===== src/rtl/hlbc_pkg.sv =====
// ==========================================================================
// shared constants for the link buffer and count control block
// ==========================================================================
package hlbc_pkg;
    // register port geometry
    localparam int ADDR_W = 12;
    localparam int DATA_W = 8;
    localparam int COUNT_W = 7;

    // register offsets within one channel
    localparam logic [11:0] CTRL_OFFSET = 12'h0113; // signaling type control
    localparam logic [11:0] TX_COUNT_OFFSET = 12'h0114; // transmit count and select
    localparam logic [11:0] RX_COUNT_OFFSET = 12'h0115; // receive count and pointer

    // field positions
    localparam int SEL_BIT = 7; // buffer select / pointer bit
    localparam int TYPE_BIT = 0; // signaling type select bit in control

    // transmit buffer base addresses inside the channel space
    localparam logic [11:0] TX_BUF0_BASE = 12'h0600;
    localparam logic [11:0] TX_BUF1_BASE = 12'h0700;

    // values after reset
    localparam logic [7:0] TX_COUNT_RESET = 8'h00;
    localparam logic [7:0] RX_COUNT_RESET = 8'h00;
    localparam logic CTRL_TYPE_RESET = 1'b0; // bit oriented after reset
    localparam logic [7:0] RDATA_IDLE = 8'h00;
endpackage

===== src/rtl/hlbc_link_buffer_count.sv =====
// Functional notes
// select bit picks transmit buffer zero or one
// select bit read returns next free buffer
// busy buffer never reported; never reselect it (the code names the queued busy buffer when both are busy)
// bit oriented: repeat count then interrupt, halt
// bit oriented zero count repeats without end (the code ends it, with an interrupt, once the other buffer is queued)
// message oriented count is length without checksum
// receive pointer names buffer with newest message
// receive count sets repetitions before interrupt
// zero receive count: endless, no interrupt
// message oriented: device writes received byte size
// type bit zero bit oriented, one message
// fill buffer before writing count and select
//
// Our own choice: the address-and-strobe port.
module hlbc_link_buffer_count (
    input wire logic i_clock,
    input wire logic i_reset,
    // register port
    input wire logic [11:0] i_addr,
    input wire logic [7:0] i_wdata,
    input wire logic i_write,
    input wire logic i_read,
    output logic [7:0] o_rdata,
    // transmit controller side
    input wire logic i_tx_unit_done,
    output logic o_tx_active,
    output logic o_tx_buffer_index,
    output logic [11:0] o_tx_buffer_base,
    output logic o_tx_bit_oriented,
    output logic [6:0] o_tx_length,
    output logic o_tx_end_of_transfer_irq,
    // receive controller side
    input wire logic i_rx_frame_done,
    input wire logic i_rx_frame_bit_oriented,
    input wire logic i_rx_frame_buffer,
    input wire logic [6:0] i_rx_frame_bytes,
    output logic o_rx_buffer_pointer,
    output logic [6:0] o_rx_message_count,
    output logic o_rx_end_of_transfer_irq
);

    // ======================================================================
    // state record
    // ======================================================================
    typedef struct packed {
        logic [7:0] rdata; // read answer, valid one cycle
        logic signaling_type_select; // 0 bit oriented, 1 message oriented
        logic [6:0] tx_message_count; // last count written by software
        logic [1:0] busy; // buffer holds a message not yet consumed
        logic [1:0][6:0] len; // count captured per buffer
        logic [1:0] message_oriented_signaling; // type captured per buffer
        logic active; // a buffer is being sent
        logic cur; // buffer being sent
        logic [11:0] base; // base address of buffer being sent
        logic [6:0] cur_len; // count of buffer being sent
        logic cur_mos; // type of buffer being sent
        logic [6:0] rep; // repetitions sent so far
        logic tx_irq; // transmit end pulse
        logic rx_buffer_pointer; // buffer with newest message
        logic [6:0] rx_message_count; // target or received size
        logic [6:0] rx_rep; // bit oriented repetitions received
        logic rx_irq; // receive end pulse
    } hlbc_state_type;

    hlbc_state_type state_ff;
    hlbc_state_type nxt_state;

    // next available buffer as seen by software
    logic tx_avail;
    logic tx_done_now;
    logic [6:0] rep_inc;
    logic [6:0] rx_rep_inc;

    // ======================================================================
    // next available buffer
    // ======================================================================
    // the buffer on the line is never offered; when both
    // are busy the one not on the line is named, it goes on the line next
    always_comb begin
        if (state_ff.busy == 2'b01) begin
            tx_avail = 1'b1;
        end else if (state_ff.busy == 2'b10) begin
            tx_avail = 1'b0;
        end else if (state_ff.busy == 2'b11) begin
            tx_avail = ~state_ff.cur;
        end else begin
            tx_avail = 1'b0;
        end
    end

    // ======================================================================
    // next state
    // ======================================================================
    always_comb begin
        nxt_state = state_ff;
        rep_inc = state_ff.rep + 7'h01;
        rx_rep_inc = state_ff.rx_rep + 7'h01;
        tx_done_now = 1'b0;
        nxt_state.tx_irq = 1'b0;
        nxt_state.rx_irq = 1'b0;
        nxt_state.rdata = hlbc_pkg::RDATA_IDLE;

        // read answer, taken from state before this cycle's updates
        if (i_read) begin
            if (i_addr == hlbc_pkg::TX_COUNT_OFFSET) begin
                nxt_state.rdata = {tx_avail, state_ff.tx_message_count};
            end else if (i_addr == hlbc_pkg::RX_COUNT_OFFSET) begin
                nxt_state.rdata = {state_ff.rx_buffer_pointer, state_ff.rx_message_count};
            end else if (i_addr == hlbc_pkg::CTRL_OFFSET) begin
                nxt_state.rdata = {7'h00, state_ff.signaling_type_select};
            end else begin
                nxt_state.rdata = hlbc_pkg::RDATA_IDLE; // unmapped reads zero
            end
        end

        // transmit progress: one repetition or one whole message consumed
        if (state_ff.active && i_tx_unit_done) begin
            if (state_ff.cur_mos) begin
                tx_done_now = 1'b1; // message read out once
            end else if (state_ff.cur_len == 7'h00) begin
                // endless repeat; only a queued buffer may take over
                tx_done_now = state_ff.busy[~state_ff.cur];
            end else if (rep_inc == state_ff.cur_len) begin
                tx_done_now = 1'b1;
            end
            nxt_state.rep = rep_inc;
            if (tx_done_now) begin
                nxt_state.active = 1'b0;
                nxt_state.busy[state_ff.cur] = 1'b0;
                nxt_state.tx_irq = 1'b1;
                nxt_state.rep = 7'h00;
            end
        end

        // start the next buffer; the queued one goes before a stale one
        if (!state_ff.active && (state_ff.busy != 2'b00)) begin
            nxt_state.active = 1'b1;
            nxt_state.cur = state_ff.busy[~state_ff.cur] ? ~state_ff.cur : state_ff.cur;
            nxt_state.base = nxt_state.cur ? hlbc_pkg::TX_BUF1_BASE
                                           : hlbc_pkg::TX_BUF0_BASE;
            nxt_state.cur_len = state_ff.len[nxt_state.cur];
            nxt_state.cur_mos = state_ff.message_oriented_signaling[nxt_state.cur];
            nxt_state.rep = 7'h00;
        end

        // software writes; a write of the select bit hands over a buffer
        if (i_write) begin
            if (i_addr == hlbc_pkg::TX_COUNT_OFFSET) begin
                // buffer contents are assumed complete at this point
                nxt_state.tx_message_count = i_wdata[6:0];
                nxt_state.len[i_wdata[hlbc_pkg::SEL_BIT]] = i_wdata[6:0];
                nxt_state.message_oriented_signaling[i_wdata[hlbc_pkg::SEL_BIT]] = state_ff.signaling_type_select;
                // set wins over a release in the same cycle
                nxt_state.busy[i_wdata[hlbc_pkg::SEL_BIT]] = 1'b1;
            end else if (i_addr == hlbc_pkg::RX_COUNT_OFFSET) begin
                nxt_state.rx_buffer_pointer = i_wdata[hlbc_pkg::SEL_BIT];
                nxt_state.rx_message_count = i_wdata[6:0];
                nxt_state.rx_rep = 7'h00;
            end else if (i_addr == hlbc_pkg::CTRL_OFFSET) begin
                nxt_state.signaling_type_select = i_wdata[hlbc_pkg::TYPE_BIT];
            end
        end

        // receive side; hardware updates win over a software write
        if (i_rx_frame_done) begin
            nxt_state.rx_buffer_pointer = i_rx_frame_buffer;
            if (!i_rx_frame_bit_oriented) begin
                nxt_state.rx_message_count = i_rx_frame_bytes;
            end else if (state_ff.rx_message_count == 7'h00) begin
                nxt_state.rx_rep = 7'h00;
            end else if (rx_rep_inc == state_ff.rx_message_count) begin
                nxt_state.rx_irq = 1'b1;
                nxt_state.rx_rep = 7'h00;
            end else begin
                nxt_state.rx_rep = rx_rep_inc;
            end
        end
    end

    // ======================================================================
    // state register
    // ======================================================================
    always_ff @(posedge i_clock) begin
        if (i_reset) begin
            state_ff <= '0;
            state_ff.tx_message_count <= hlbc_pkg::TX_COUNT_RESET[6:0];
            state_ff.signaling_type_select <= hlbc_pkg::CTRL_TYPE_RESET;
            state_ff.base <= hlbc_pkg::TX_BUF0_BASE;
            state_ff.rx_buffer_pointer <= hlbc_pkg::RX_COUNT_RESET[7];
            state_ff.rx_message_count <= hlbc_pkg::RX_COUNT_RESET[6:0];
        end else begin
            state_ff <= nxt_state;
        end
    end

    // ======================================================================
    // outputs, all straight from the state register
    // ======================================================================
    assign o_rdata = state_ff.rdata;
    assign o_tx_active = state_ff.active;
    assign o_tx_buffer_index = state_ff.cur;
    assign o_tx_buffer_base = state_ff.base;
    assign o_tx_bit_oriented = ~state_ff.cur_mos;
    assign o_tx_length = state_ff.cur_len;
    assign o_tx_end_of_transfer_irq = state_ff.tx_irq;
    assign o_rx_buffer_pointer = state_ff.rx_buffer_pointer;
    assign o_rx_message_count = state_ff.rx_message_count;
    assign o_rx_end_of_transfer_irq = state_ff.rx_irq;
endmodule


===== config.mk =====
export PLATFORM = sky130hd
export DESIGN_NAME = hlbc_link_buffer_count
export DESIGN_NICKNAME = d
export VERILOG_FILES = /design/src/rtl/hlbc_pkg.sv /design/src/rtl/hlbc_link_buffer_count.sv
export SDC_FILE = /design/constraint.sdc
export NUM_CORES = 1
export LEC_CHECK = 0
export ABC_AREA = 1
export BUFFER_PORTS_ARGS = -buffer_cell sky130_fd_sc_hd__buf_2
export CAP_MARGIN = 5
export CORE_ASPECT_RATIO = 1.5
export CORE_MARGIN = 5
export CORE_UTILIZATION = 49
export DETAILED_ROUTE_END_ITERATION = 10
export GPL_TIMING_DRIVEN = 0
export PLACE_DENSITY = 0.84
export SYNTH_ARGS = -nofsm -noshare
export SYNTH_HDL_FRONTEND = slang
export SYNTH_SLANG_ARGS = --single-unit
export TNS_END_PERCENT = 30

===== constraint.sdc =====
create_clock -name i_clock -period 1.46 [get_ports i_clock]
set_input_delay 0.292 -clock i_clock [delete_from_list [all_inputs] [get_ports i_clock]]
set_output_delay 0.292 -clock i_clock [all_outputs]
set_load 0.01 [all_outputs]

==> impl_metrics.env, run 1 <==
export IMPL_yosysSeqAreaShare=0.383
export IMPL_crit_arrival_ns=1.86
export IMPL_path_class="reg -> reg"
export IMPL_status="finished, violations left"
export IMPL_seq_power_share=0.463
export IMPL_avgSynthCellArea_um2=7.21
export IMPL_place_congestion=0.897
export IMPL_diodes=0
export IMPL_irDropWorstVdd_uv=553
export IMPL_overflow=0
export IMPL_critPathMaxFanout=4
export IMPL_final_nets=619
export IMPL_endpoint_kind="flop"
export IMPL_clock_skew_ns=0.00852
export IMPL_synth_area_um2=3550
export IMPL_drc=0
export IMPL_slew_headroom=0.645
export IMPL_hold_violations=0
export IMPL_power_leakage_nw=1.91
export IMPL_worst_slew_pin_transition_ns=0.533
export IMPL_io_buffers=63
export IMPL_cts_buffers=9
export IMPL_cts_max_level=3
export IMPL_fillCellCount=614
export IMPL_wl_per_cell_um=13.2
export IMPL_hold_path_class="in -> reg"
export IMPL_drt_vias_per_instance=5.02
export IMPL_design_area_um2=4430
export IMPL_syn_to_final_growth_pct=24.6
export IMPL_die_w_um=79.5
export IMPL_die_area_um2=9090
export IMPL_syn_instance_count=493
export IMPL_yosys_warnings=0
export IMPL_violations="negative setup slack"
export IMPL_synth_seq_cells=68
export IMPL_cts_root_buf="clkbuf_8"
export IMPL_die_h_um=114
export IMPL_cts_sinks=68
export IMPL_drtIter0Drc=134
export IMPL_finalCritPeriodShare=1.13
export IMPL_drive_above_1_share=0.295
export IMPL_wirelength_mm=9.09
export IMPL_antenna_found_initial=0
export IMPL_tritoncts="built"
export IMPL_grt_use_total=0.208
export IMPL_clk_path_buf_depth=2
export IMPL_r2r_cells=11
export IMPL_rsz0062_at_grt="true"
export IMPL_worst_r2r_setup_slack_ns=-0.19
export IMPL_p_switching_w=0.00111
export IMPL_cp_required_ns=1.67
export IMPL_setup_tns_ns=-3.28
export IMPL_core_area_um2=7180
export IMPL_whs_path_depth=3
export IMPL_pwr_density_cell_nw_per_um2=944
export IMPL_place_inst=665
export IMPL_switching_share=0.267
export IMPL_dpl_instance_area_um2=4060
export IMPL_grt_pass1_wl_mm=15.0
export IMPL_drtAntennaViolNets=0
export IMPL_fin_ws_ns=-0.189
export IMPL_clk_pin_slew_ns=0.08
export IMPL_report_final_slew_viol_count=0
export IMPL_synth_top_flop_cell="dfxtp_1"
export IMPL_ys_types=41
export IMPL_num_rows=38
export IMPL_power_internal_w=0.00306
export IMPL_dr_pass1_iters=4
export IMPL_comb_power_share=0.121
export IMPL_postCtsHoldBufs=0
export IMPL_final_cells=687
export IMPL_power_frac_clock=0.416
export IMPL_crit_path_start_kind="flop"
export IMPL_setup_violations=23
export IMPL_fmax_ghz=0.606
export IMPL_vias=3449
export IMPL_min_period_ns=1.65
export IMPL_hpwl_mm=6.81
export IMPL_grt_pass1_vias=3492
export IMPL_clk_latency_ns=0.35
export IMPL_synth_async_sr_flop_share=0
export IMPL_synth_edf_count=0
export IMPL_initial_core_util=0.495
export IMPL_num_io_pins=75
export IMPL_grt_max_degree=14
export IMPL_max_cap_violations=0
[layout make-up]
class	instances	area (µm²)	share of cell area
flip-flops and latches	68	1380	0.312
clock inverters	7	98.8	0.0223
inverters	72	275	0.0622
plain buffers	45	322	0.0727
well taps	100	125	0.0283
repair buffers	69	360	0.0814
multi-input cells	317	1740	0.394
clock buffers	9	124	0.0280
[layout by cell type, fill, tap and decap left out, types with 3 or more instances in the layout]
cell / n
nand2_1: 87
inv_1: 65
buf_2: 65
dfxtp_1: 60
a21oi_1: 50
buf_4: 40
nor2_1: 33
o21ai_0: 31
nand3_1: 27
conb_1: 11
nand2_2: 9
clkbuf_8: 9
o32ai_1: 7
nor2_2: 6
clkbuf_1: 6
nand4_1: 6
o21ai_1: 6
o211ai_1: 6
dfxtp_2: 5
inv_2: 4
nand3b_1: 3
nand2_4: 3
o21bai_1: 3
buf_6: 3
inv_6: 3
dfxtp_4: 3
[worst paths after layout]
path	to	from
setup / recovery	state_ff[63]	state_ff[18]
setup reg to reg	state_ff[63]	state_ff[18]
hold / removal	o_rx_buffer_pointer	i_rx_frame_buffer
hold reg to reg	flop	flop
[kinds of logic (layout without fill, tap and decap cells)]
group / after synthesis / count (layout) / share of synthesized area
other: 2 / 11 / 0.00211
adders and majority gates: 2 / 2 / 0.00704
and+or+nand+nor: 186 / 186 / 0.243
muxes: 1 / 1 / 0.00282
AOI/OAI and AO/OA: 109 / 109 / 0.170
DFF: 68 / 68 / 0.383
buffers and inverters: 117 / 202 / 0.168
xor gates and xnor gates: 8 / 8 / 0.0236
[Yosys cell counts, types with 4 or more instances]
| library cell | instances | area, µm² |
|---|---|---|
| nand4_1 | 6 | 37.5 |
| o211ai_1 | 6 | 45.0 |
| inv_1 | 67 | 251 |
| o21ai_1 | 7 | 35.0 |
| a21oi_1 | 51 | 255 |
| buf_4 | 34 | 255 |
| nand2_2 | 8 | 50.1 |
| dfxtp_1 | 68 | 1360 |
| o21ai_0 | 31 | 155 |
| xor2_1 | 4 | 35.0 |
| o32ai_1 | 7 | 61.3 |
| nand2_1 | 91 | 342 |
| nand3_1 | 27 | 135 |
| nor2_1 | 37 | 139 |
| nor2_2 | 4 | 25.0 |
| clkbuf_1 | 6 | 22.5 |
[metal layers]
layer / global-route usage / wire length, µm
met5: 0 / 0
met4: 0.0975 / 288
met3: 0.0417 / 444
met2: 0.399 / 4990
met1: 0.208 / 3370
[power groups by stage]
stage / Combinational [W] / Clock, W / Sequential, W
2_1_floorplan: 0.000311 / 0 / 0.00196
3_3_place_gp: 0.000456 / 0 / 0.00197
3_5_place_dp: 0.000466 / 0 / 0.00198
4_1_cts: 0.000495 / 0.00175 / 0.00193
5_1_grt: 0.000559 / 0.00184 / 0.00194
6_report: 0.000506 / 0.00174 / 0.00193
[repair_timing]
action / 4_1_cts / 5_1_grt
setup endpoints to repair: 28 / 38
pin swaps: 14 / 3
gates resized for setup: 17 / 11
endpoints found under the hold margin: 0 / 0
buffers inserted: 6 / 0
[critical path, cell delays in order (launching register included)]
cell	delay, ns
dfxtp_4	0.36
ha_4	0.27
xnor2_1	0.11
nand2_1	0.08
nor2_1	0.09
nand4_1	0.10
nor2_2	0.13
nand2_2	0.10
nand2_4	0.10
nand2_4	0.07
nand2_1	0.06
a21oi_1	0.05
[metrics by stage]
| stage | util | hold slack (ns) | power [W] | worst slack, ns |
|---|---|---|---|---|
| 2_1_floorplan | - | 0.410 | 0.00228 | -0.0299 |
| 3_3_place_gp | 0.566 | 0.432 | 0.00243 | -0.242 |
| 3_5_place_dp | 0.566 | 0.435 | 0.00244 | -0.282 |
| 4_1_cts | 0.613 | 0.168 | 0.00418 | -0.171 |
| 5_1_grt | 0.616 | 0.165 | 0.00434 | -0.293 |
| 6_report | 0.616 | 0.169 | 0.00418 | -0.189 |
(Power assumes the default switching activity.)
==> run 2, diff against run 1 <==
--- a/config.mk
+++ b/config.mk
@@ -5,15 +5,14 @@
 export SDC_FILE = /design/constraint.sdc
 export NUM_CORES = 1
 export LEC_CHECK = 0
-export ABC_AREA = 1
 export BUFFER_PORTS_ARGS = -buffer_cell sky130_fd_sc_hd__buf_2
 export CAP_MARGIN = 5
 export CORE_ASPECT_RATIO = 1.5
 export CORE_MARGIN = 5
-export CORE_UTILIZATION = 49
+export CORE_UTILIZATION = 58
 export DETAILED_ROUTE_END_ITERATION = 10
 export GPL_TIMING_DRIVEN = 0
-export PLACE_DENSITY = 0.84
+export PLACE_DENSITY = 0.93
 export SYNTH_ARGS = -nofsm -noshare
 export SYNTH_HDL_FRONTEND = slang
 export SYNTH_SLANG_ARGS = --single-unit
==> constraint.sdc (replaced) <==
create_clock -name i_clock -period 1.9 [get_ports i_clock]
set_input_delay 0.38 -clock i_clock [delete_from_list [all_inputs] [get_ports i_clock]]
set_output_delay 0.38 -clock i_clock [all_outputs]
set_load 0.01 [all_outputs]
==> impl_metrics.env, run 2 <==
export IMPL_grt_use_total=0.253
export IMPL_worst_slew_pin_transition_ns=0.622
export IMPL_drtAntennaViolNets=0
export IMPL_synth_edf_count=0
export IMPL_drt_vias_per_instance=5.91
export IMPL_netlist_area_leader_share=0.405
export IMPL_tritoncts="built"
export IMPL_fin_ws_ns=-0.249
export IMPL_status="finished, violations left"
export IMPL_final_common_cell="nand2_1"
export IMPL_hold_path_class="in -> reg"
export IMPL_rsz0062_at_grt="true"
export IMPL_cts_max_level=3
export IMPL_fillCellCount=378
export IMPL_cts_buffers=9
export IMPL_critPathMaxFanout=5
export IMPL_crit_path_start_kind="flop"
export IMPL_num_io_pins=75
export IMPL_endpoint_kind="flop"
export IMPL_yosysTopAreaCell="dfxtp_1"
export IMPL_setup_tns_ns=-3.19
export IMPL_die_w_um=72.2
export IMPL_syn_to_final_growth_pct=29.3
export IMPL_cts_sinks=68
export IMPL_layout_common_cells="nand2_1, buf_2, dfxtp_1"
export IMPL_io_buffers=62
export IMPL_clk_latency_ns=0.35
export IMPL_final_nets=536
export IMPL_dr_pass1_iters=8
export IMPL_crit_arrival_ns=2.36
export IMPL_synth_most_common_cell="dfxtp_1"
export IMPL_synth_area_um2=3360
export IMPL_diodes=0
export IMPL_avgSynthCellArea_um2=8.43
export IMPL_overflow=0
export IMPL_pwr_density_cell_nw_per_um2=646
export IMPL_irDropWorstVdd_uv=527
export IMPL_cp_required_ns=2.11
export IMPL_synth_seq_cells=68
export IMPL_path_class="reg -> reg"
export IMPL_design_area_um2=4350
export IMPL_wirelength_mm=10.3
export IMPL_setup_violations=18
export IMPL_netlist_top_cells_count="dfxtp_1, nand2_1, buf_4, nor2_1, a21oi_1"
export IMPL_grt_pass1_wl_mm=14.6
export IMPL_hold_violations=0
export IMPL_yosysSeqAreaShare=0.405
export IMPL_drive_above_1_share=0.346
export IMPL_die_area_um2=7460
export IMPL_antenna_found_initial=0
export IMPL_syn_instance_count=399
export IMPL_drc=0
export IMPL_postCtsHoldBufs=0
export IMPL_hpwl_mm=6.21
export IMPL_ys_top_cells_by_area="dfxtp_1, buf_4, nand2_1"
export IMPL_num_rows=34
export IMPL_fin_hold_ws_ns=0.277
export IMPL_vias=3397
export IMPL_grt_max_degree=11
export IMPL_cts_root_buf="clkbuf_8"
export IMPL_core_area_um2=5740
export IMPL_grt_pass1_vias=3251
export IMPL_report_final_slew_viol_count=0
export IMPL_violations="negative setup slack"
export IMPL_min_period_ns=2.15
export IMPL_power_leakage_nw=1.82
export IMPL_max_cap_violations=0
export IMPL_synth_async_sr_flop_share=0
export IMPL_synth_top_flop_cell="dfxtp_1"
export IMPL_clk_pin_slew_ns=0.07
export IMPL_wl_per_cell_um=17.9
export IMPL_ys_types=49
export IMPL_seq_area_um2=1390
export IMPL_clock_skew_ns=0.00457
export IMPL_drtIter0Drc=219
export IMPL_dpl_instance_area_um2=3810
export IMPL_slew_headroom=0.585
export IMPL_fmax_ghz=0.465
export IMPL_die_h_um=103
export IMPL_initial_core_util=0.586
export IMPL_multiInputGateArea_um2=1870
export IMPL_finalCritPeriodShare=1.13
export IMPL_power_total_w=0.00281
export IMPL_place_congestion=0.858
export IMPL_clk_path_buf_depth=2
export IMPL_dpl_worst_slack_ns=-0.497
export IMPL_yosys_warnings=0
[run 2: what timing repair did]
item	CTS	global route
gates resized for setup	20	33
setup endpoints to repair	25	35
pin swaps	9	13
setup buffers	11	7
cloned	1	0
endpoints found under the hold margin	0	0
[run 2: cell families (layout without fill, tap and decap cells)]
| kind of cell | count (synthesis) | count (layout) | synth area share |
|---|---|---|---|
| multiplexers | 20 | 20 | 0.0602 |
| buffers and inverters | 58 | 153 | 0.106 |
| flip-flops | 68 | 68 | 0.405 |
| other | 2 | 11 | 0.00223 |
| adder cells (fa/ha/maj) | 2 | 2 | 0.00744 |
| AND/OR/NAND/NOR | 148 | 148 | 0.207 |
| AO/OA/AOI/OAI | 78 | 78 | 0.146 |
| XOR/XNOR | 23 | 23 | 0.0662 |
[run 2: final timing paths]
kind / startpoint / endpoint / slack, ns / cells past startpoint
max: state_ff[18] / state_ff[63] / -0.25 / 8
min: i_rx_frame_buffer / o_rx_buffer_pointer / 0.28 / 3
max reg2reg: state_ff[18] / state_ff[63] / -0.25 / 8
min reg2reg: flop / flop / 0.45 / 2
[run 2: cell type report]
cell class / count / share of cell area
plain buffers: 52 / 0.0806
clock buffers: 13 / 0.0365
clock inverters: 2 / 0.00230
inverters: 5 / 0.00432
multi-input cells: 282 / 0.430
flip-flops and latches: 68 / 0.319
well taps: 72 / 0.0207
repair buffers: 81 / 0.106
[run 2: per-stage QoR]
stage | util | instances
after CTS | 0.723 | 569
after detailed placement | 0.664 | 542
after floorplan | - | 408
after global placement | 0.664 | 542
after global routing | 0.757 | 575
final | 0.757 | 575
[run 2: worst max-delay path, stage by stage (launching register included)]
cell and delay, ns:
dfxtp_4 0.35, ha_4 0.27, xnor2_2 0.10, nand3_1 0.09
or4b_4 0.50, o21a_4 0.24, buf_6 0.13, nor4b_4 0.25
a211oi_2 0.08
[run 2: report_power, final]
part / internal [W] / switching, W / leakage (nW) / total, W
clock network: 0.000535 / 0.000528 / 0.0893 / 0.00106
logic: 0.000130 / 0.000154 / 1.17 / 0.000285
registers: 0.00143 / 0.0000282 / 0.557 / 0.00146
[run 2: per-layer routing]
layer	global-route usage	up-vias	wire length, µm
li1	-	1546	-
met1	0.257	1572	3510
met2	0.455	220	5340
met3	0.0696	59	811
met4	0.153	0	632
met5	0	-	0
==> run 3, diff against run 2 <==
--- a/config.mk
+++ b/config.mk
@@ -11,7 +11,7 @@
 export CORE_MARGIN = 5
 export CORE_UTILIZATION = 58
 export DETAILED_ROUTE_END_ITERATION = 10
-export GPL_TIMING_DRIVEN = 0
+export GPL_TIMING_DRIVEN = 1
 export PLACE_DENSITY = 0.93
 export SYNTH_ARGS = -nofsm -noshare
 export SYNTH_HDL_FRONTEND = slang
==> impl_metrics.env, run 3 (synthesis gave the netlist of run 2 again) <==
export IMPL_final_common_cell="nand2_1"
export IMPL_fin_ws_ns=-0.259
export IMPL_setup_tns_ns=-1.60
export IMPL_syn_to_final_growth_pct=22.4
export IMPL_vias=3227
export IMPL_routed_top_layer="met4"
export IMPL_reg2reg_from="state_ff[17]"
export IMPL_endpoint_kind="flop"
export IMPL_route_met3_wl_um=777
export IMPL_clock_skew_ns=0.00917
export IMPL_wl_met1_mm=3.32
export IMPL_crit_path_end="state_ff[19]"
export IMPL_worst_slew_pin_transition_ns=0.528
export IMPL_cp_required_ns=2.14
export IMPL_pwr_density_cell_nw_per_um2=655
export IMPL_diodes=0
export IMPL_rsz0062_at_grt="true"
export IMPL_drt_vias_per_instance=5.89
export IMPL_initial_core_util=0.586
export IMPL_final_nets=510
export IMPL_grt_pass1_vias=3093
export IMPL_startpoint="state_ff[17]"
export IMPL_met2_length_mm=4.99
export IMPL_die_h_um=103
export IMPL_crit_path_start_kind="flop"
export IMPL_power_internal_w=0.00202
export IMPL_place_congestion=0.903
export IMPL_report_final_slew_viol_count=0
export IMPL_hpwl_mm=6.30
export IMPL_drive_above_1_share=0.319
export IMPL_setup_violations=12
export IMPL_cts_max_level=3
export IMPL_dpl_worst_slack_ns=-0.245
export IMPL_grt_max_degree=21
export IMPL_grt_use_total=0.242
export IMPL_clk_latency_ns=0.35
export IMPL_antenna_found_initial=0
export IMPL_num_io_pins=75
export IMPL_status="finished, violations left"
export IMPL_power_leakage_nw=1.72
export IMPL_wl_per_cell_um=17.5
export IMPL_worst_r2r_setup_slack_ns=-0.26
export IMPL_hold_path_class="in -> reg"
export IMPL_dr_pass1_iters=5
export IMPL_drc=0
export IMPL_wirelength_mm=9.61
export IMPL_violations="negative setup slack"
export IMPL_fmax_ghz=0.463
export IMPL_p_switching_w=0.000671
export IMPL_cts_root_buf="clkbuf_8"
export IMPL_seq_power_share=0.542
export IMPL_r2r_cells=7
export IMPL_drtIter0Drc=203
export IMPL_num_rows=34
export IMPL_finalCritPeriodShare=1.14
export IMPL_dpl_instance_area_um2=3770
export IMPL_cts_sinks=68
export IMPL_clk_path_buf_depth=2
export IMPL_min_delay_start="i_rx_frame_buffer"
export IMPL_grt_pass1_wl_mm=13.9
export IMPL_critPathMaxFanout=5
export IMPL_tritoncts="built"
export IMPL_cts_buffers=9
export IMPL_die_w_um=72.2
export IMPL_clk_pin_slew_ns=0.06
export IMPL_max_cap_violations=0
export IMPL_drtAntennaViolNets=0
export IMPL_core_area_um2=5740
export IMPL_switching_share=0.249
export IMPL_io_buffers=63
export IMPL_hold_violations=0
export IMPL_reg2reg_to="state_ff[19]"
export IMPL_utilization=0.717
export IMPL_layout_common_cells="nand2_1, buf_2, dfxtp_1"
export IMPL_design_area_um2=4120
export IMPL_die_area_um2=7460
export IMPL_slew_headroom=0.648
export IMPL_crit_arrival_ns=2.40
export IMPL_path_class="reg -> reg"
export IMPL_irDropWorstVdd_uv=550
export IMPL_overflow=0
export IMPL_power_total_w=0.00270
export IMPL_min_period_ns=2.16
export IMPL_power_frac_clock=0.372
export IMPL_comb_power_share=0.085
==> run 3: cell count changes in the layout (fill, tap and decap cells not counted), moves of 3 or more <==
cell,change
buf_4,-10
clkbuf_1,-12
dfxtp_1,+7
dfxtp_4,-5
xnor2_1,-3
xnor2_2,+3
==> run 3: through the flow <==
step | hold slack (ns) | std cells
global route | 0.296 | 548
floorplan | 0.431 | 408
finish | 0.277 | 548
detailed placement | 0.445 | 528
global placement | 0.438 | 528
CTS | 0.272 | 542
==> run 3: final cells by class <==
cell class / count / area [µm²]
clock buffers: 11 / 141
clock inverters: 3 / 15.0
fillers: 402 / 1620
inverters: 5 / 18.8
multi-input cells: 282 / 1840
flip-flops and latches: 68 / 1370
well taps: 72 / 90.1
repair buffers: 107 / 651
==> run 3: worst min path at each step <==
stage	to	slack, ns	depth (start not counted)
2_1_floorplan	flop	0.43	2
3_3_place_gp	flop	0.44	2
3_5_place_dp	flop	0.45	2
4_1_cts	o_rx_buffer_pointer	0.27	3
5_1_grt	o_tx_end_of_transfer_irq	0.30	2
6_report	o_rx_buffer_pointer	0.28	3
==> run 3: what timing repair did <==
| action | CTS | global route |
|---|---|---|
| hold buffers | 0 | 0 |
| resized for setup | 4 | 25 |
| buffers inserted | 0 | 5 |
| cloned | 0 | 1 |
| pin swaps | 3 | 6 |
| endpoints found under the setup margin | 11 | 18 |
==> run 3: layer usage <==
| metal | track usage | vias to the layer above |
|---|---|---|
| li1 | - | 1484 |
| met1 | 0.256 | 1512 |
| met2 | 0.415 | 185 |
| met3 | 0.0609 | 46 |
| met4 | 0.171 | 0 |
| met5 | 0 | - |
==> run 3: power groups by stage <==
stage	clock [W]	combinational, W	sequential (W)
2_1_floorplan	0	0.000136	0.00149
3_3_place_gp	0	0.000192	0.00149
3_5_place_dp	0	0.000200	0.00149
4_1_cts	0.00101	0.000201	0.00146
5_1_grt	0.00108	0.000248	0.00146
6_report	0.00100	0.000230	0.00146
==> run 3: worst max-delay path: stages, from the launching register on <==
cell      delay [ns]
dfxtp_2         0.36
buf_4           0.15
and2_1          0.21
a21oi_2         0.09
or4b_4          0.52
o211ai_1        0.32
nor2_1          0.11
mux2_4          0.28
